File: src/rtl/pioci_pkg.sv
package pioci_pkg;
	// ==========================================
	// Geometry
	localparam int unsigned NUM_LINES = 32;
	localparam int unsigned ADDR_W = 8;
	// ==========================================
	// Register offsets
	localparam logic [7:0] OFF_LINE_CTRL_ENABLE = 8'h00;
	localparam logic [7:0] OFF_LINE_CTRL_DISABLE = 8'h04;
	localparam logic [7:0] OFF_LINE_CTRL_STATUS = 8'h08;
	localparam logic [7:0] OFF_DRIVE_ENABLE = 8'h10;
	localparam logic [7:0] OFF_DRIVE_DISABLE = 8'h14;
	localparam logic [7:0] OFF_DRIVE_STATUS = 8'h18;
	localparam logic [7:0] OFF_GLITCH_FILTER_ENABLE = 8'h20;
	localparam logic [7:0] OFF_GLITCH_FILTER_DISABLE = 8'h24;
	localparam logic [7:0] OFF_GLITCH_FILTER_STATUS = 8'h28;
	localparam logic [7:0] OFF_OUT_LEVEL_SET = 8'h30;
	localparam logic [7:0] OFF_OUT_LEVEL_CLEAR = 8'h34;
	localparam logic [7:0] OFF_OUT_LEVEL_STATUS = 8'h38;
	localparam logic [7:0] OFF_PIN_LEVEL_STATUS = 8'h3c;
	localparam logic [7:0] OFF_CHANGE_IRQ_ENABLE = 8'h40;
	localparam logic [7:0] OFF_CHANGE_IRQ_DISABLE = 8'h44;
	localparam logic [7:0] OFF_CHANGE_IRQ_MASK = 8'h48;
	localparam logic [7:0] OFF_CHANGE_IRQ_STATUS = 8'h4c;
	localparam logic [7:0] OFF_OPEN_DRAIN_ENABLE = 8'h50;
	localparam logic [7:0] OFF_OPEN_DRAIN_DISABLE = 8'h54;
	localparam logic [7:0] OFF_OPEN_DRAIN_STATUS = 8'h58;
	localparam logic [7:0] OFF_PULLUP_DISABLE = 8'h60;
	localparam logic [7:0] OFF_PULLUP_ENABLE = 8'h64;
	localparam logic [7:0] OFF_PULLUP_STATUS = 8'h68;
	localparam logic [7:0] OFF_PERIPH_A_SELECT = 8'h70;
	localparam logic [7:0] OFF_PERIPH_B_SELECT = 8'h74;
	localparam logic [7:0] OFF_PERIPH_SELECT_STATUS = 8'h78;
	localparam logic [7:0] OFF_DIRECT_WRITE_ENABLE = 8'ha0;
	localparam logic [7:0] OFF_DIRECT_WRITE_DISABLE = 8'ha4;
	localparam logic [7:0] OFF_DIRECT_WRITE_STATUS = 8'ha8;
	// ==========================================
	// Reset values
	localparam logic [31:0] RST_ZERO = 32'h0000_0000;
	localparam logic [31:0] RST_LINE_CTRL_DEFAULT = 32'hFFFF_FFFF;
	localparam logic [31:0] IMPL_DEFAULT = 32'hFFFF_FFFF;
	localparam logic [31:0] MUXED_DEFAULT = 32'hFFFF_FFFF;
endpackage : pioci_pkg

File: src/rtl/pioci_top.sv
// Function
// - Enable/disable writes set/clear irq mask bits
// - Change means two consecutive samples differ
// - Detection works in every line configuration
// - Change sets status regardless of mask
// - Line interrupts only when status and mask
// - OR all line requests into one interrupt
// - Status read clears all bits except lines changing in that cycle
// - Registers 32 bits, bit n is line n
// - Unimplemented lines: writes ignored, read zero
// - Non-multiplexed lines always report controller-owned
// - Direct write only where direct-write mask set
// - Pin level shows live sampled levels
// - Status resets to zero, may set soon
// - A-select clears, B-select sets select bit
// - Ownership reset value is integration parameter
// - Pin level after reset shows real levels
// - Direct write updates enabled outputs at once
// - Filter feeds readback and detection only
// - Ownership one is controller, zero peripheral
// - Pull-ups on after reset, status zero
`timescale 1ns/1ps
module pioci_top #(
	parameter logic [31:0] IMPL_LINES = pioci_pkg::IMPL_DEFAULT,
	parameter logic [31:0] MUXED_LINES = pioci_pkg::MUXED_DEFAULT,
	parameter logic [31:0] LINE_CTRL_RESET = pioci_pkg::RST_LINE_CTRL_DEFAULT
) (
	input wire logic sys_clk,
	input wire logic rst_n,
	input wire logic [7:0] reg_addr,
	input wire logic [31:0] reg_wdata,
	input wire logic reg_wr,
	input wire logic reg_rd,
	output logic [31:0] reg_rdata,
	input wire logic [31:0] pad_in,
	input wire logic [31:0] periph_a_out,
	input wire logic [31:0] periph_a_oe,
	input wire logic [31:0] periph_b_out,
	input wire logic [31:0] periph_b_oe,
	output logic [31:0] pad_out,
	output logic [31:0] pad_oe,
	output logic [31:0] pullup_on,
	output logic [31:0] periph_in,
	output logic change_irq
);
	// ==========================================
	// Configuration state
	logic [31:0] own_q, own_d;
	logic [31:0] drv_q, drv_d;
	logic [31:0] filt_q, filt_d;
	logic [31:0] lvl_q, lvl_d;
	logic [31:0] mask_q, mask_d;
	logic [31:0] isr_q, isr_d;
	logic [31:0] od_q, od_d;
	logic [31:0] pud_q, pud_d;
	logic [31:0] absel_q, absel_d;
	logic [31:0] dwe_q, dwe_d;
	logic [31:0] rdata_q, rdata_d;
	logic [31:0] wmask;
	logic [31:0] pull_q;

	// Bit n of every register belongs to line n
	assign wmask = reg_wdata & IMPL_LINES;

	function automatic logic [31:0] setclr(input logic [31:0] cur, input logic set_en,
		input logic clr_en, input logic [31:0] bits);
		logic [31:0] r;
		r = cur;
		if (set_en) begin
			r = r | bits;
		end
		if (clr_en) begin
			r = r & ~bits;
		end
		return r;
	endfunction : setclr

	// ==========================================
	// Input sampling
	logic [31:0] sync1_q, sync2_q, samp_q, prev_q, pin_q;
	logic samp_valid_q;

	// Half-cycle filter not modelled; filtered lines need one stable extra sample
	always_ff @(posedge sys_clk) begin
		sync1_q <= pad_in;
		sync2_q <= sync1_q;
		samp_q <= sync2_q;
		// Filtered line keeps previous level until the two samples agree on all 32 lines
		pin_q <= (filt_q & ((sync2_q == samp_q) ? sync2_q : pin_q)) | (~filt_q & sync2_q);
		prev_q <= pin_q;
		if (!rst_n) begin
			samp_valid_q <= 1'b0;
		end else begin
			samp_valid_q <= 1'b1;
		end
	end

	logic [31:0] change;
	// Suppress spurious change on first samples after reset
	assign change = samp_valid_q ? ((pin_q ^ prev_q) & IMPL_LINES) : 32'h0000_0000;

	// ==========================================
	// Register writes and read
	always_comb begin
		own_d = own_q;
		drv_d = drv_q;
		filt_d = filt_q;
		lvl_d = lvl_q;
		mask_d = mask_q;
		od_d = od_q;
		pud_d = pud_q;
		absel_d = absel_q;
		dwe_d = dwe_q;
		rdata_d = pioci_pkg::RST_ZERO;
		if (reg_wr) begin
			unique case (reg_addr)
				pioci_pkg::OFF_LINE_CTRL_ENABLE: own_d = own_q | (wmask & MUXED_LINES);
				pioci_pkg::OFF_LINE_CTRL_DISABLE: own_d = own_q & ~(wmask & MUXED_LINES);
				pioci_pkg::OFF_DRIVE_ENABLE: drv_d = setclr(drv_q, 1'b1, 1'b0, wmask);
				pioci_pkg::OFF_DRIVE_DISABLE: drv_d = setclr(drv_q, 1'b0, 1'b1, wmask);
				pioci_pkg::OFF_GLITCH_FILTER_ENABLE: filt_d = setclr(filt_q, 1'b1, 1'b0, wmask);
				pioci_pkg::OFF_GLITCH_FILTER_DISABLE: filt_d = setclr(filt_q, 1'b0, 1'b1, wmask);
				pioci_pkg::OFF_OUT_LEVEL_SET: lvl_d = setclr(lvl_q, 1'b1, 1'b0, wmask);
				pioci_pkg::OFF_OUT_LEVEL_CLEAR: lvl_d = setclr(lvl_q, 1'b0, 1'b1, wmask);
				pioci_pkg::OFF_OUT_LEVEL_STATUS: lvl_d = (lvl_q & ~(dwe_q & IMPL_LINES))
					| (reg_wdata & dwe_q & IMPL_LINES);
				pioci_pkg::OFF_CHANGE_IRQ_ENABLE: mask_d = setclr(mask_q, 1'b1, 1'b0, wmask);
				pioci_pkg::OFF_CHANGE_IRQ_DISABLE: mask_d = setclr(mask_q, 1'b0, 1'b1, wmask);
				pioci_pkg::OFF_OPEN_DRAIN_ENABLE: od_d = setclr(od_q, 1'b1, 1'b0, wmask);
				pioci_pkg::OFF_OPEN_DRAIN_DISABLE: od_d = setclr(od_q, 1'b0, 1'b1, wmask);
				pioci_pkg::OFF_PULLUP_DISABLE: pud_d = setclr(pud_q, 1'b1, 1'b0, wmask);
				pioci_pkg::OFF_PULLUP_ENABLE: pud_d = setclr(pud_q, 1'b0, 1'b1, wmask);
				pioci_pkg::OFF_PERIPH_A_SELECT: absel_d = setclr(absel_q, 1'b0, 1'b1, wmask);
				pioci_pkg::OFF_PERIPH_B_SELECT: absel_d = setclr(absel_q, 1'b1, 1'b0, wmask);
				pioci_pkg::OFF_DIRECT_WRITE_ENABLE: dwe_d = setclr(dwe_q, 1'b1, 1'b0, wmask);
				pioci_pkg::OFF_DIRECT_WRITE_DISABLE: dwe_d = setclr(dwe_q, 1'b0, 1'b1, wmask);
				default: ;
			endcase
		end
		if (reg_rd) begin
			unique case (reg_addr)
				pioci_pkg::OFF_LINE_CTRL_STATUS: rdata_d = (own_q | ~MUXED_LINES) & IMPL_LINES;
				pioci_pkg::OFF_DRIVE_STATUS: rdata_d = drv_q;
				pioci_pkg::OFF_GLITCH_FILTER_STATUS: rdata_d = filt_q;
				pioci_pkg::OFF_OUT_LEVEL_STATUS: rdata_d = lvl_q;
				pioci_pkg::OFF_PIN_LEVEL_STATUS: rdata_d = pin_q & IMPL_LINES;
				pioci_pkg::OFF_CHANGE_IRQ_MASK: rdata_d = mask_q;
				pioci_pkg::OFF_CHANGE_IRQ_STATUS: rdata_d = isr_q;
				pioci_pkg::OFF_OPEN_DRAIN_STATUS: rdata_d = od_q;
				pioci_pkg::OFF_PULLUP_STATUS: rdata_d = pud_q;
				pioci_pkg::OFF_PERIPH_SELECT_STATUS: rdata_d = absel_q;
				pioci_pkg::OFF_DIRECT_WRITE_STATUS: rdata_d = dwe_q;
				default: rdata_d = pioci_pkg::RST_ZERO;
			endcase
		end
	end

	// ==========================================
	// Change status: a change in the read cycle survives the clear
	always_comb begin
		isr_d = isr_q;
		if (reg_rd && reg_addr == pioci_pkg::OFF_CHANGE_IRQ_STATUS) begin
			isr_d = pioci_pkg::RST_ZERO;
		end
		isr_d = isr_d | change;
	end

	// ==========================================
	// Pin drive
	logic [31:0] out_d, oe_d, drv_lvl, drv_en;
	always_comb begin
		for (int i = 0; i < 32; i++) begin
			if (own_q[i] || !MUXED_LINES[i]) begin
				drv_lvl[i] = lvl_q[i];
				drv_en[i] = drv_q[i];
			end else if (absel_q[i]) begin
				drv_lvl[i] = periph_b_out[i];
				drv_en[i] = periph_b_oe[i];
			end else begin
				drv_lvl[i] = periph_a_out[i];
				drv_en[i] = periph_a_oe[i];
			end
		end
		// Open drain only ever pulls low
		out_d = drv_lvl & ~od_q;
		oe_d = drv_en & ~(od_q & drv_lvl) & IMPL_LINES;
	end

	logic irq_q;
	logic [31:0] out_q, oe_q;
	always_ff @(posedge sys_clk) begin
		if (!rst_n) begin
			own_q <= LINE_CTRL_RESET & IMPL_LINES;
			pull_q <= IMPL_LINES;
			drv_q <= pioci_pkg::RST_ZERO;
			filt_q <= pioci_pkg::RST_ZERO;
			lvl_q <= pioci_pkg::RST_ZERO;
			mask_q <= pioci_pkg::RST_ZERO;
			isr_q <= pioci_pkg::RST_ZERO;
			od_q <= pioci_pkg::RST_ZERO;
			pud_q <= pioci_pkg::RST_ZERO;
			absel_q <= pioci_pkg::RST_ZERO;
			dwe_q <= pioci_pkg::RST_ZERO;
			rdata_q <= pioci_pkg::RST_ZERO;
			irq_q <= 1'b0;
			out_q <= pioci_pkg::RST_ZERO;
			oe_q <= pioci_pkg::RST_ZERO;
		end else begin
			own_q <= own_d;
			// Registered so the pad pull-ups never see a decode glitch
			pull_q <= ~pud_d & IMPL_LINES;
			drv_q <= drv_d;
			filt_q <= filt_d;
			lvl_q <= lvl_d;
			mask_q <= mask_d;
			isr_q <= isr_d;
			od_q <= od_d;
			pud_q <= pud_d;
			absel_q <= absel_d;
			dwe_q <= dwe_d;
			rdata_q <= rdata_d;
			irq_q <= |(isr_d & mask_d);
			out_q <= out_d;
			oe_q <= oe_d;
		end
	end

	assign reg_rdata = rdata_q;
	assign change_irq = irq_q;
	assign pad_out = out_q;
	assign pad_oe = oe_q;
	assign pullup_on = pull_q;
	assign periph_in = sync2_q;

	// ==========================================
	// Checks
	a_irq_follows: assert property (@(posedge sys_clk) disable iff (!rst_n)
		##1 (change_irq == |($past(isr_d) & $past(mask_d))))
		else $error("irq mismatch");
	a_isr_clear: assert property (@(posedge sys_clk) disable iff (!rst_n)
		reg_rd && reg_addr == pioci_pkg::OFF_CHANGE_IRQ_STATUS
		|=> isr_q == $past(change))
		else $error("status not cleared");
	a_change_sets: assert property (@(posedge sys_clk) disable iff (!rst_n)
		(change != 0) |=> ((isr_q & $past(change)) == $past(change)))
		else $error("change lost");
	a_mask_en: assert property (@(posedge sys_clk) disable iff (!rst_n)
		reg_wr && reg_addr == pioci_pkg::OFF_CHANGE_IRQ_ENABLE
		|=> (mask_q & $past(wmask)) == $past(wmask))
		else $error("mask not set");
	a_mask_dis: assert property (@(posedge sys_clk) disable iff (!rst_n)
		reg_wr && reg_addr == pioci_pkg::OFF_CHANGE_IRQ_DISABLE
		|=> (mask_q & $past(wmask)) == 0)
		else $error("mask not cleared");
	a_direct_write: assert property (@(posedge sys_clk) disable iff (!rst_n)
		reg_wr && reg_addr == pioci_pkg::OFF_OUT_LEVEL_STATUS
		|=> ((lvl_q ^ $past(lvl_q)) & ~$past(dwe_q)) == 0)
		else $error("locked bit written");
	a_ab_select: assert property (@(posedge sys_clk) disable iff (!rst_n)
		reg_wr && reg_addr == pioci_pkg::OFF_PERIPH_B_SELECT
		|=> (absel_q & $past(wmask)) == $past(wmask))
		else $error("b select lost");
	a_reserved_rd: assert property (@(posedge sys_clk) disable iff (!rst_n)
		reg_rd && reg_addr == 8'h0c |=> reg_rdata == 0)
		else $error("reserved not zero");
	a_psr_fixed: assert property (@(posedge sys_clk) disable iff (!rst_n)
		reg_rd && reg_addr == pioci_pkg::OFF_LINE_CTRL_STATUS
		|=> ((~reg_rdata) & ~MUXED_LINES & IMPL_LINES) == 0)
		else $error("unmuxed line not owned");
	a_isr_reset: assert property (@(posedge sys_clk)
		!rst_n |=> isr_q == pioci_pkg::RST_ZERO)
		else $error("status not zero after reset");
	a_pullup_reset: assert property (@(posedge sys_clk)
		!rst_n |=> pullup_on == IMPL_LINES)
		else $error("pullups off after reset");
	a_own_reset: assert property (@(posedge sys_clk)
		!rst_n |=> own_q == (LINE_CTRL_RESET & IMPL_LINES))
		else $error("ownership reset wrong");
	a_irq_reset: assert property (@(posedge sys_clk)
		!rst_n |=> !change_irq && mask_q == pioci_pkg::RST_ZERO)
		else $error("irq active after reset");
	a_irq_level: assert property (@(posedge sys_clk) disable iff (!rst_n)
		change_irq == |(isr_q & mask_q))
		else $error("irq not status and mask");
	a_status_quiet: assert property (@(posedge sys_clk) disable iff (!rst_n)
		change == 0 && !(reg_rd && reg_addr == pioci_pkg::OFF_CHANGE_IRQ_STATUS)
		|=> isr_q == $past(isr_q))
		else $error("status moved without cause");
	a_unimpl_zero: assert property (@(posedge sys_clk) disable iff (!rst_n)
		(reg_rdata & ~IMPL_LINES) == 32'h0000_0000)
		else $error("unimplemented bit read one");
	a_rdata_idle: assert property (@(posedge sys_clk) disable iff (!rst_n)
		!reg_rd |=> reg_rdata == pioci_pkg::RST_ZERO)
		else $error("read data without read");
	a_pin_read: assert property (@(posedge sys_clk) disable iff (!rst_n)
		reg_rd && reg_addr == pioci_pkg::OFF_PIN_LEVEL_STATUS
		|=> reg_rdata == ($past(pin_q) & IMPL_LINES))
		else $error("pin level readback wrong");
	a_a_select: assert property (@(posedge sys_clk) disable iff (!rst_n)
		reg_wr && reg_addr == pioci_pkg::OFF_PERIPH_A_SELECT
		|=> (absel_q & $past(wmask)) == 32'h0000_0000)
		else $error("a select lost");
	a_ow_enable: assert property (@(posedge sys_clk) disable iff (!rst_n)
		reg_wr && reg_addr == pioci_pkg::OFF_DIRECT_WRITE_ENABLE
		|=> (dwe_q & $past(wmask)) == $past(wmask))
		else $error("direct write mask not set");
	a_dwrite_set: assert property (@(posedge sys_clk) disable iff (!rst_n)
		reg_wr && reg_addr == pioci_pkg::OFF_OUT_LEVEL_STATUS
		|=> ((lvl_q ^ $past(reg_wdata)) & $past(dwe_q) & IMPL_LINES) == 32'h0000_0000)
		else $error("direct write missed");
	a_unmux_kept: assert property (@(posedge sys_clk) disable iff (!rst_n)
		reg_wr && reg_addr == pioci_pkg::OFF_LINE_CTRL_DISABLE
		|=> ((own_q ^ $past(own_q)) & ~MUXED_LINES) == 32'h0000_0000)
		else $error("unmuxed line released");
	a_filter_hold: assert property (@(posedge sys_clk) disable iff (!rst_n)
		1'b1 |=> ((pin_q ^ $past(pin_q)) & $past(filt_q)
		& ($past(sync2_q) ^ $past(samp_q))) == 32'h0000_0000)
		else $error("filtered glitch passed");
	a_od_low: assert property (@(posedge sys_clk) disable iff (!rst_n)
		1'b1 |=> (pad_out & $past(od_q)) == 32'h0000_0000)
		else $error("open drain driven high");
	a_drv_enable: assert property (@(posedge sys_clk) disable iff (!rst_n)
		reg_wr && reg_addr == pioci_pkg::OFF_DRIVE_ENABLE
		|=> (drv_q & $past(wmask)) == $past(wmask))
		else $error("drive not enabled");
	a_drv_disable: assert property (@(posedge sys_clk) disable iff (!rst_n)
		reg_wr && reg_addr == pioci_pkg::OFF_DRIVE_DISABLE
		|=> (drv_q & $past(wmask)) == 32'h0000_0000)
		else $error("drive not disabled");
	a_filt_enable: assert property (@(posedge sys_clk) disable iff (!rst_n)
		reg_wr && reg_addr == pioci_pkg::OFF_GLITCH_FILTER_ENABLE
		|=> (filt_q & $past(wmask)) == $past(wmask))
		else $error("filter not enabled");
	a_filt_disable: assert property (@(posedge sys_clk) disable iff (!rst_n)
		reg_wr && reg_addr == pioci_pkg::OFF_GLITCH_FILTER_DISABLE
		|=> (filt_q & $past(wmask)) == 32'h0000_0000)
		else $error("filter not disabled");
	a_pull_off: assert property (@(posedge sys_clk) disable iff (!rst_n)
		reg_wr && reg_addr == pioci_pkg::OFF_PULLUP_DISABLE
		|=> (pullup_on & $past(wmask)) == 32'h0000_0000)
		else $error("pullup not disabled");
	// ==========================================
	// Scenario covers
	c_filter: cover property (@(posedge sys_clk) (filt_q & (sync2_q ^ samp_q)) != 0);
	c_bsel: cover property (@(posedge sys_clk)
		reg_wr && reg_addr == pioci_pkg::OFF_PERIPH_B_SELECT);
	c_irq: cover property (@(posedge sys_clk) change_irq);
	c_clear: cover property (@(posedge sys_clk)
		reg_rd && reg_addr == pioci_pkg::OFF_CHANGE_IRQ_STATUS && isr_q != 0);
	c_dwrite: cover property (@(posedge sys_clk)
		reg_wr && reg_addr == pioci_pkg::OFF_OUT_LEVEL_STATUS && dwe_q != 0);
endmodule : pioci_top

File: config.mk
export PLATFORM = sky130hd
export DESIGN_NAME = pioci_top
export DESIGN_NICKNAME = d
export VERILOG_FILES = /design/src/rtl/pioci_pkg.sv /design/src/rtl/pioci_top.sv
export SDC_FILE = /design/constraint.sdc
export NUM_CORES = 1
export LEC_CHECK = 0
export ABC_CLOCK_PERIOD_IN_PS = 3050
export BUFFER_PORTS_ARGS = -buffer_cell sky130_fd_sc_hd__buf_4
export CAP_MARGIN = 25
export CORE_UTILIZATION = 30
export CTS_BUF_LIST = sky130_fd_sc_hd__clkbuf_8
export DETAILED_ROUTE_END_ITERATION = 16
export GPL_TIMING_DRIVEN = 0
export PLACE_DENSITY = 0.54
export SYNTH_ARGS = -nofsm -noshare
export SYNTH_HDL_FRONTEND = slang
export SYNTH_SLANG_ARGS = --single-unit
File: constraint.sdc
create_clock -name sys_clk -period 3.05 [get_ports sys_clk]
set_input_delay 0.61 -clock sys_clk [delete_from_list [all_inputs] [get_ports sys_clk]]
set_output_delay 0.61 -clock sys_clk [all_outputs]
set_load 0.05 [all_outputs]
; ---- Yosys cells after proc, flatten, opt, wreduce, memory -nomap -nowiden
; Cells that the tools add are included.
[totals]
reg_bits = 610
in_bits = 204
out_inout_bits = 161
elab_cells = 248
[classes]
eq_ne = 29
mux = 144
bitwise = 36
n_reduce_logical = 18
[ops]
columns = operator, n
row1 = 32-bit AND, 17
row2 = 32-bit one-hot mux with 2 select lines, 8
row3 = 32-bit OR, 12
row4 = 32-bit one-hot mux with 11 select lines, 1
row5 = 32-bit inverter, 6
row6 = 32-bit two-way mux, 5
row7 = 1-bit two-way mux, 129
row8 = "8-bit by 7-bit == test with 1-bit output, second input constant", 13
row9 = 32-bit one-hot mux with 3 select lines, 1
row10 = "8-bit by 6-bit == test with 1-bit output, second input constant", 7
row11 = 32-bit == test, 1
row12 = 32-bit OR reduction, 1
row13 = 32-bit bitwise XOR, 1
row14 = "8-bit by 5-bit == test with 1-bit output, second input constant", 3
row15 = "8-bit == test, second input constant", 3
row16 = 2-bit AND reduction, 8
row17 = 2-bit nonzero test, 6
row18 = "8-bit by 3-bit == test with 1-bit output, second input constant", 1
row19 = "8-bit by 4-bit == test with 1-bit output, second input constant", 1
row20 = 8-bit logical NOT, 1
row21 = 3-bit nonzero test, 1
row22 = 1-bit logical AND, 1

; ---- Logic depth before layout (Yosys ltp)
[depth]
depth_word = 6
ltp_mapped = 9

; ---- Least setup slack after synthesis
; No wires, ideal clock.
[synth_path]
path_kind = input to register
startpoint = input port reg_addr[4]
endpoint = register irq_q (netlist: change_irq)
setup_time_ns = 0.140
arrival_time_ns = 2.701
t_required_ns = 2.910
setup_slack_ns = 0.209
path_stages = 9
n_path_buf = 3
cell_sequence = or4b_1 -> buf_2 -> or4_1 -> buf_2 -> buf_6 -> a22o_1 -> a22o_1 -> nor4_1 -> a41oi_1
[synth_between]
elab_chain_len = 6
word_cells_on_any_way = 10
[synth_rtl]
columns = item, line
row1 = start: declaration, pioci_top.sv:30  ; input wire logic [7:0] reg_addr,
row2 = 8-bit by 7-bit == test with 1-bit output, pioci_top.sv:162  ; if (reg_rd && reg_addr == pioci_pkg::OFF_CHANGE_IRQ_STATUS) begin
row3 = 1-bit logical AND, pioci_top.sv:162
row4 = 32-bit two-way mux, pioci_top.sv:162
row5 = 32-bit OR, pioci_top.sv:165  ; isr_d = isr_d | change;
row6 = 32-bit AND (*), pioci_top.sv:222  ; irq_q <= |(isr_d & mask_d);
row7 = 32-bit OR reduction (*), pioci_top.sv:222
row8 = end signal: assignment, pioci_top.sv:222
row9 = end: declaration, pioci_top.sv:189  ; logic irq_q;
; Every way passes the cells marked *; elsewhere a longest branch is shown, timed or not.
; A chain may end at the register's enable or synchronous reset.

; ---- Final worst setup path
[layout_path]
startpoint = input port reg_addr[3]
endpoint = register irq_q (netlist: change_irq)
; The elaborated chain is that of the path after synthesis.

==> results.cfg <==
[route]
vias_per_cell = 5.43
totalWireLength_mm = 108
drc = 2
drt_iter0_markers = 2441
drtPass1Iterations = 14
post_drt_wl_per_cell_um = 25.9
vias = 22700
ant_nets = 0

[setup_path]
path_max_fanout = 10
setup.worst_path.start_class = input port
critical-path-top-delay-family = compound AO/OA/AOI/OAI gates
crit_chain = buf_4 -> or4b_2 -> clkbuf_1 -> clkbuf_1 -> o31ai_1 -> o21ai_0 -> a22o_1 -> nor4_1 -> a41oi_1
cp_common_cell = clkbuf_1
crit_required_ps = 3560
slowest_delay_ps = 680
crit_type = in2reg
slowest_stage = or4b_2
end_kind = flop
path_buf_inv = 3
critPathArrivalTime_ps = 3690

[yosys]
async_flop_share_pct = 0
synthesis.area_um2 = 24200
ys_warn_count = 0
ys_seq_area_share_pct = 51.8
synthDistinctLibCells = 46
syn_nets = 2740
synth_area_per_cell_um2 = 9.54
synthFlopType = dfxtp_1
synth_edf_count = 32
synthCells = 2536
synth_seq_cells = 610

[timing]
layout_worst_path_cycle_share_pct = 104
final.min_clock_period_ps = 3180
worstMarginPinSlew_ps = 1110
slew-limit-headroom_pct = 25.5
grt_setup_unrepaired = yes
hold_viol = 0
setup_ws_ps = -128
max_freq_mhz = 315
fin_skew_ps = 55.2
final.setup.tns_ps = -431
slew_viol_final = 0
final-setup-viol-count = 18

[outcome]
violations = DRC, setup timing
outcome = complete, but fails checks

[cts]
ctsLongestPathBuffers = 3
post_cts_buffers = 0
cts_tree = built
insertion_delay_ps = 750
cts_max_level = 3
clk_pin_slew_ps = 60
numCtsBuffers = 106
cts.sinks = 610
clockRootBuffer = clkbuf_8

[power_and_ir_drop]
leakage_nw = 11.6
power_switching_mw = 4.35
power.share.switching_pct = 25.8
power_frac_seq_pct = 49.4
powerDensity_nw_per_um2 = 549
p_total_mw = 16.9
peakVddDrop_mv = 0.286
clockPowerShare_pct = 43.8
intPower_mw = 12.5
p_comb_share_pct = 6.9

[cells_and_area]
nets = 3244
final_layout_size_suffix_gt1_share_pct = 18.0
final_util_pct = 38.7
syn_to_final_growth_pct = 27.0

[flow_run]
maxCapViolCount = 0

[grt]
grtUsageTotal_pct = 25.6
antenna_found_initial = 8
grt_pass1_wl_mm = 152
grt_pass1_vias = 21400
overflow = 0
grt_max_degree = 15

[floorplanning]
die-area_um2 = 81800
start_util_pct = 30.5
ios = 365
die-width_um = 286
row_count = 103
dieHeight_um = 286
fp.coreArea_um2 = 79400

[place]
gp_congestion = 0.954
io_buffers = 363
dp_hpwl_mm = 81.1

[hold_path]
min_path_type = in2reg
## final cells by class
type | instances | area [µm²]
sequential | 610 | 12500
timing repair buffer | 396 | 3060
tap | 1050 | 1310
fill | 8265 | 48700
clock buffer | 129 | 1780
buffer | 214 | 870
multi-input combinational | 1677 | 10700
inverter | 35 | 131
antenna | 2 | 5.00
clock inverter | 62 | 290
## power by group through the flow
stage / sequential, mW / combinational, mW / clock [mW]
floorplan: 8.53 / 0.462 / 0
global placement: 8.50 / 1.09 / 0
detailed placement: 8.50 / 1.10 / 0
CTS: 8.33 / 1.14 / 7.51
global route: 8.34 / 1.21 / 7.85
finish: 8.33 / 1.16 / 7.38
## through the flow
step	hold slack [ps]	instance area, µm²	setup slack, ps	cells
2_1_floorplan	310	24200	209	2536
3_3_place_gp	310	28200	-1020	3949
3_5_place_dp	312	28200	-1040	3949
4_1_cts	182	30700	-9.94	4173
5_1_grt	248	30700	-106	4174
6_report	243	30700	-128	4175
## kinds of logic after synthesis
kind of cell / count (synthesis) / share of synthesized area [%]
mux: 150 / 7.45
buf+inv: 249 / 3.93
xor+xnor: 64 / 2.32
flops: 610 / 51.8
compound gates: 750 / 20.9
simple gates: 713 / 13.6
## what timing repair did
item,in CTS,in global routing
setup endpoints to repair,88,77
hold buffers,33,0
gates cloned,0,0
resized for setup,11,45
pin swaps,0,0
endpoints found under the hold margin,33,0
## Yosys cell counts, types with 2 or more instances
master | number | area (µm²)
a21oi_1 | 234 | 1170
a221o_1 | 23 | 230
a221oi_1 | 10 | 87.6
a222oi_1 | 8 | 80.1
a22o_1 | 25 | 219
a22oi_1 | 70 | 526
a311oi_1 | 105 | 920
a31oi_1 | 32 | 200
and2_1 | 96 | 601
and3_1 | 3 | 18.8
buf_1 | 9 | 33.8
buf_2 | 7 | 35.0
clkbuf_1 | 197 | 739
dfxtp_1 | 578 | 11600
edfxtp_1 | 32 | 961
inv_1 | 34 | 128
mux2i_1 | 126 | 1260
mux4_2 | 24 | 541
nand2_1 | 286 | 1070
nand2b_1 | 4 | 25.0
nand3_1 | 33 | 165
nand3b_1 | 32 | 240
nand4_1 | 8 | 50.1
nor2_1 | 170 | 638
nor2b_1 | 28 | 175
nor3_1 | 35 | 175
nor4_1 | 8 | 50.1
o211a_1 | 32 | 320
o21a_1 | 16 | 120
o21ai_0 | 113 | 566
o22ai_1 | 8 | 50.1
o2bb2ai_1 | 8 | 70.1
o31ai_1 | 64 | 480
or2_2 | 3 | 18.8
or4b_1 | 2 | 20.0
xnor2_1 | 32 | 280
xor2_1 | 32 | 280
## metal layers
layer	wire, µm	track usage, %	part of all wire [%]	vias up
met1	44500	33.6	41	10900
li1	-	-	-	10200
met3	10300	5.40	9.5	229
met5	63	0	0.058	-
met4	4660	11.6	4.3	10
met2	48600	40.3	45	1258
## final timing paths
check | startpoint | endpoint | slack (ps) | depth (start not counted)
min reg2reg | sync1_q[18]$_DFF_P_ | periph_in[18]$_DFF_P_ | 320 | 0
min | reg_wdata[31] | flop | 240 | 3
max reg2reg | periph_in[13]$_DFF_P_ | flop | 380 | 6
max | reg_addr[3] | change_irq$_SDFF_PN0_ | -130 | 9
## worst min-delay path: cells and delay by family
family / cells / cell delay [ps]
buffers and inverters: 1 / 140
AOI/OAI and AO/OA: 2 / 170
## layout by cell type, fill, tap and decap left out, types with 33 or more instances in the layout
master and count:
o31ai_1 64, nand3_1 33, a22oi_1 70, and2_1 96, buf_4 363, inv_1 87, dfxtp_1 578, o21ai_0 113
clkbuf_1 175, clkbuf_8 129, nor3_1 34, mux2i_1 126, a21oi_1 234, dlygate4sd3_1 33, a311oi_1 105, nand2_1 286
nor2_1 167
No activity file was read; power rests on OpenSTA's default activity.
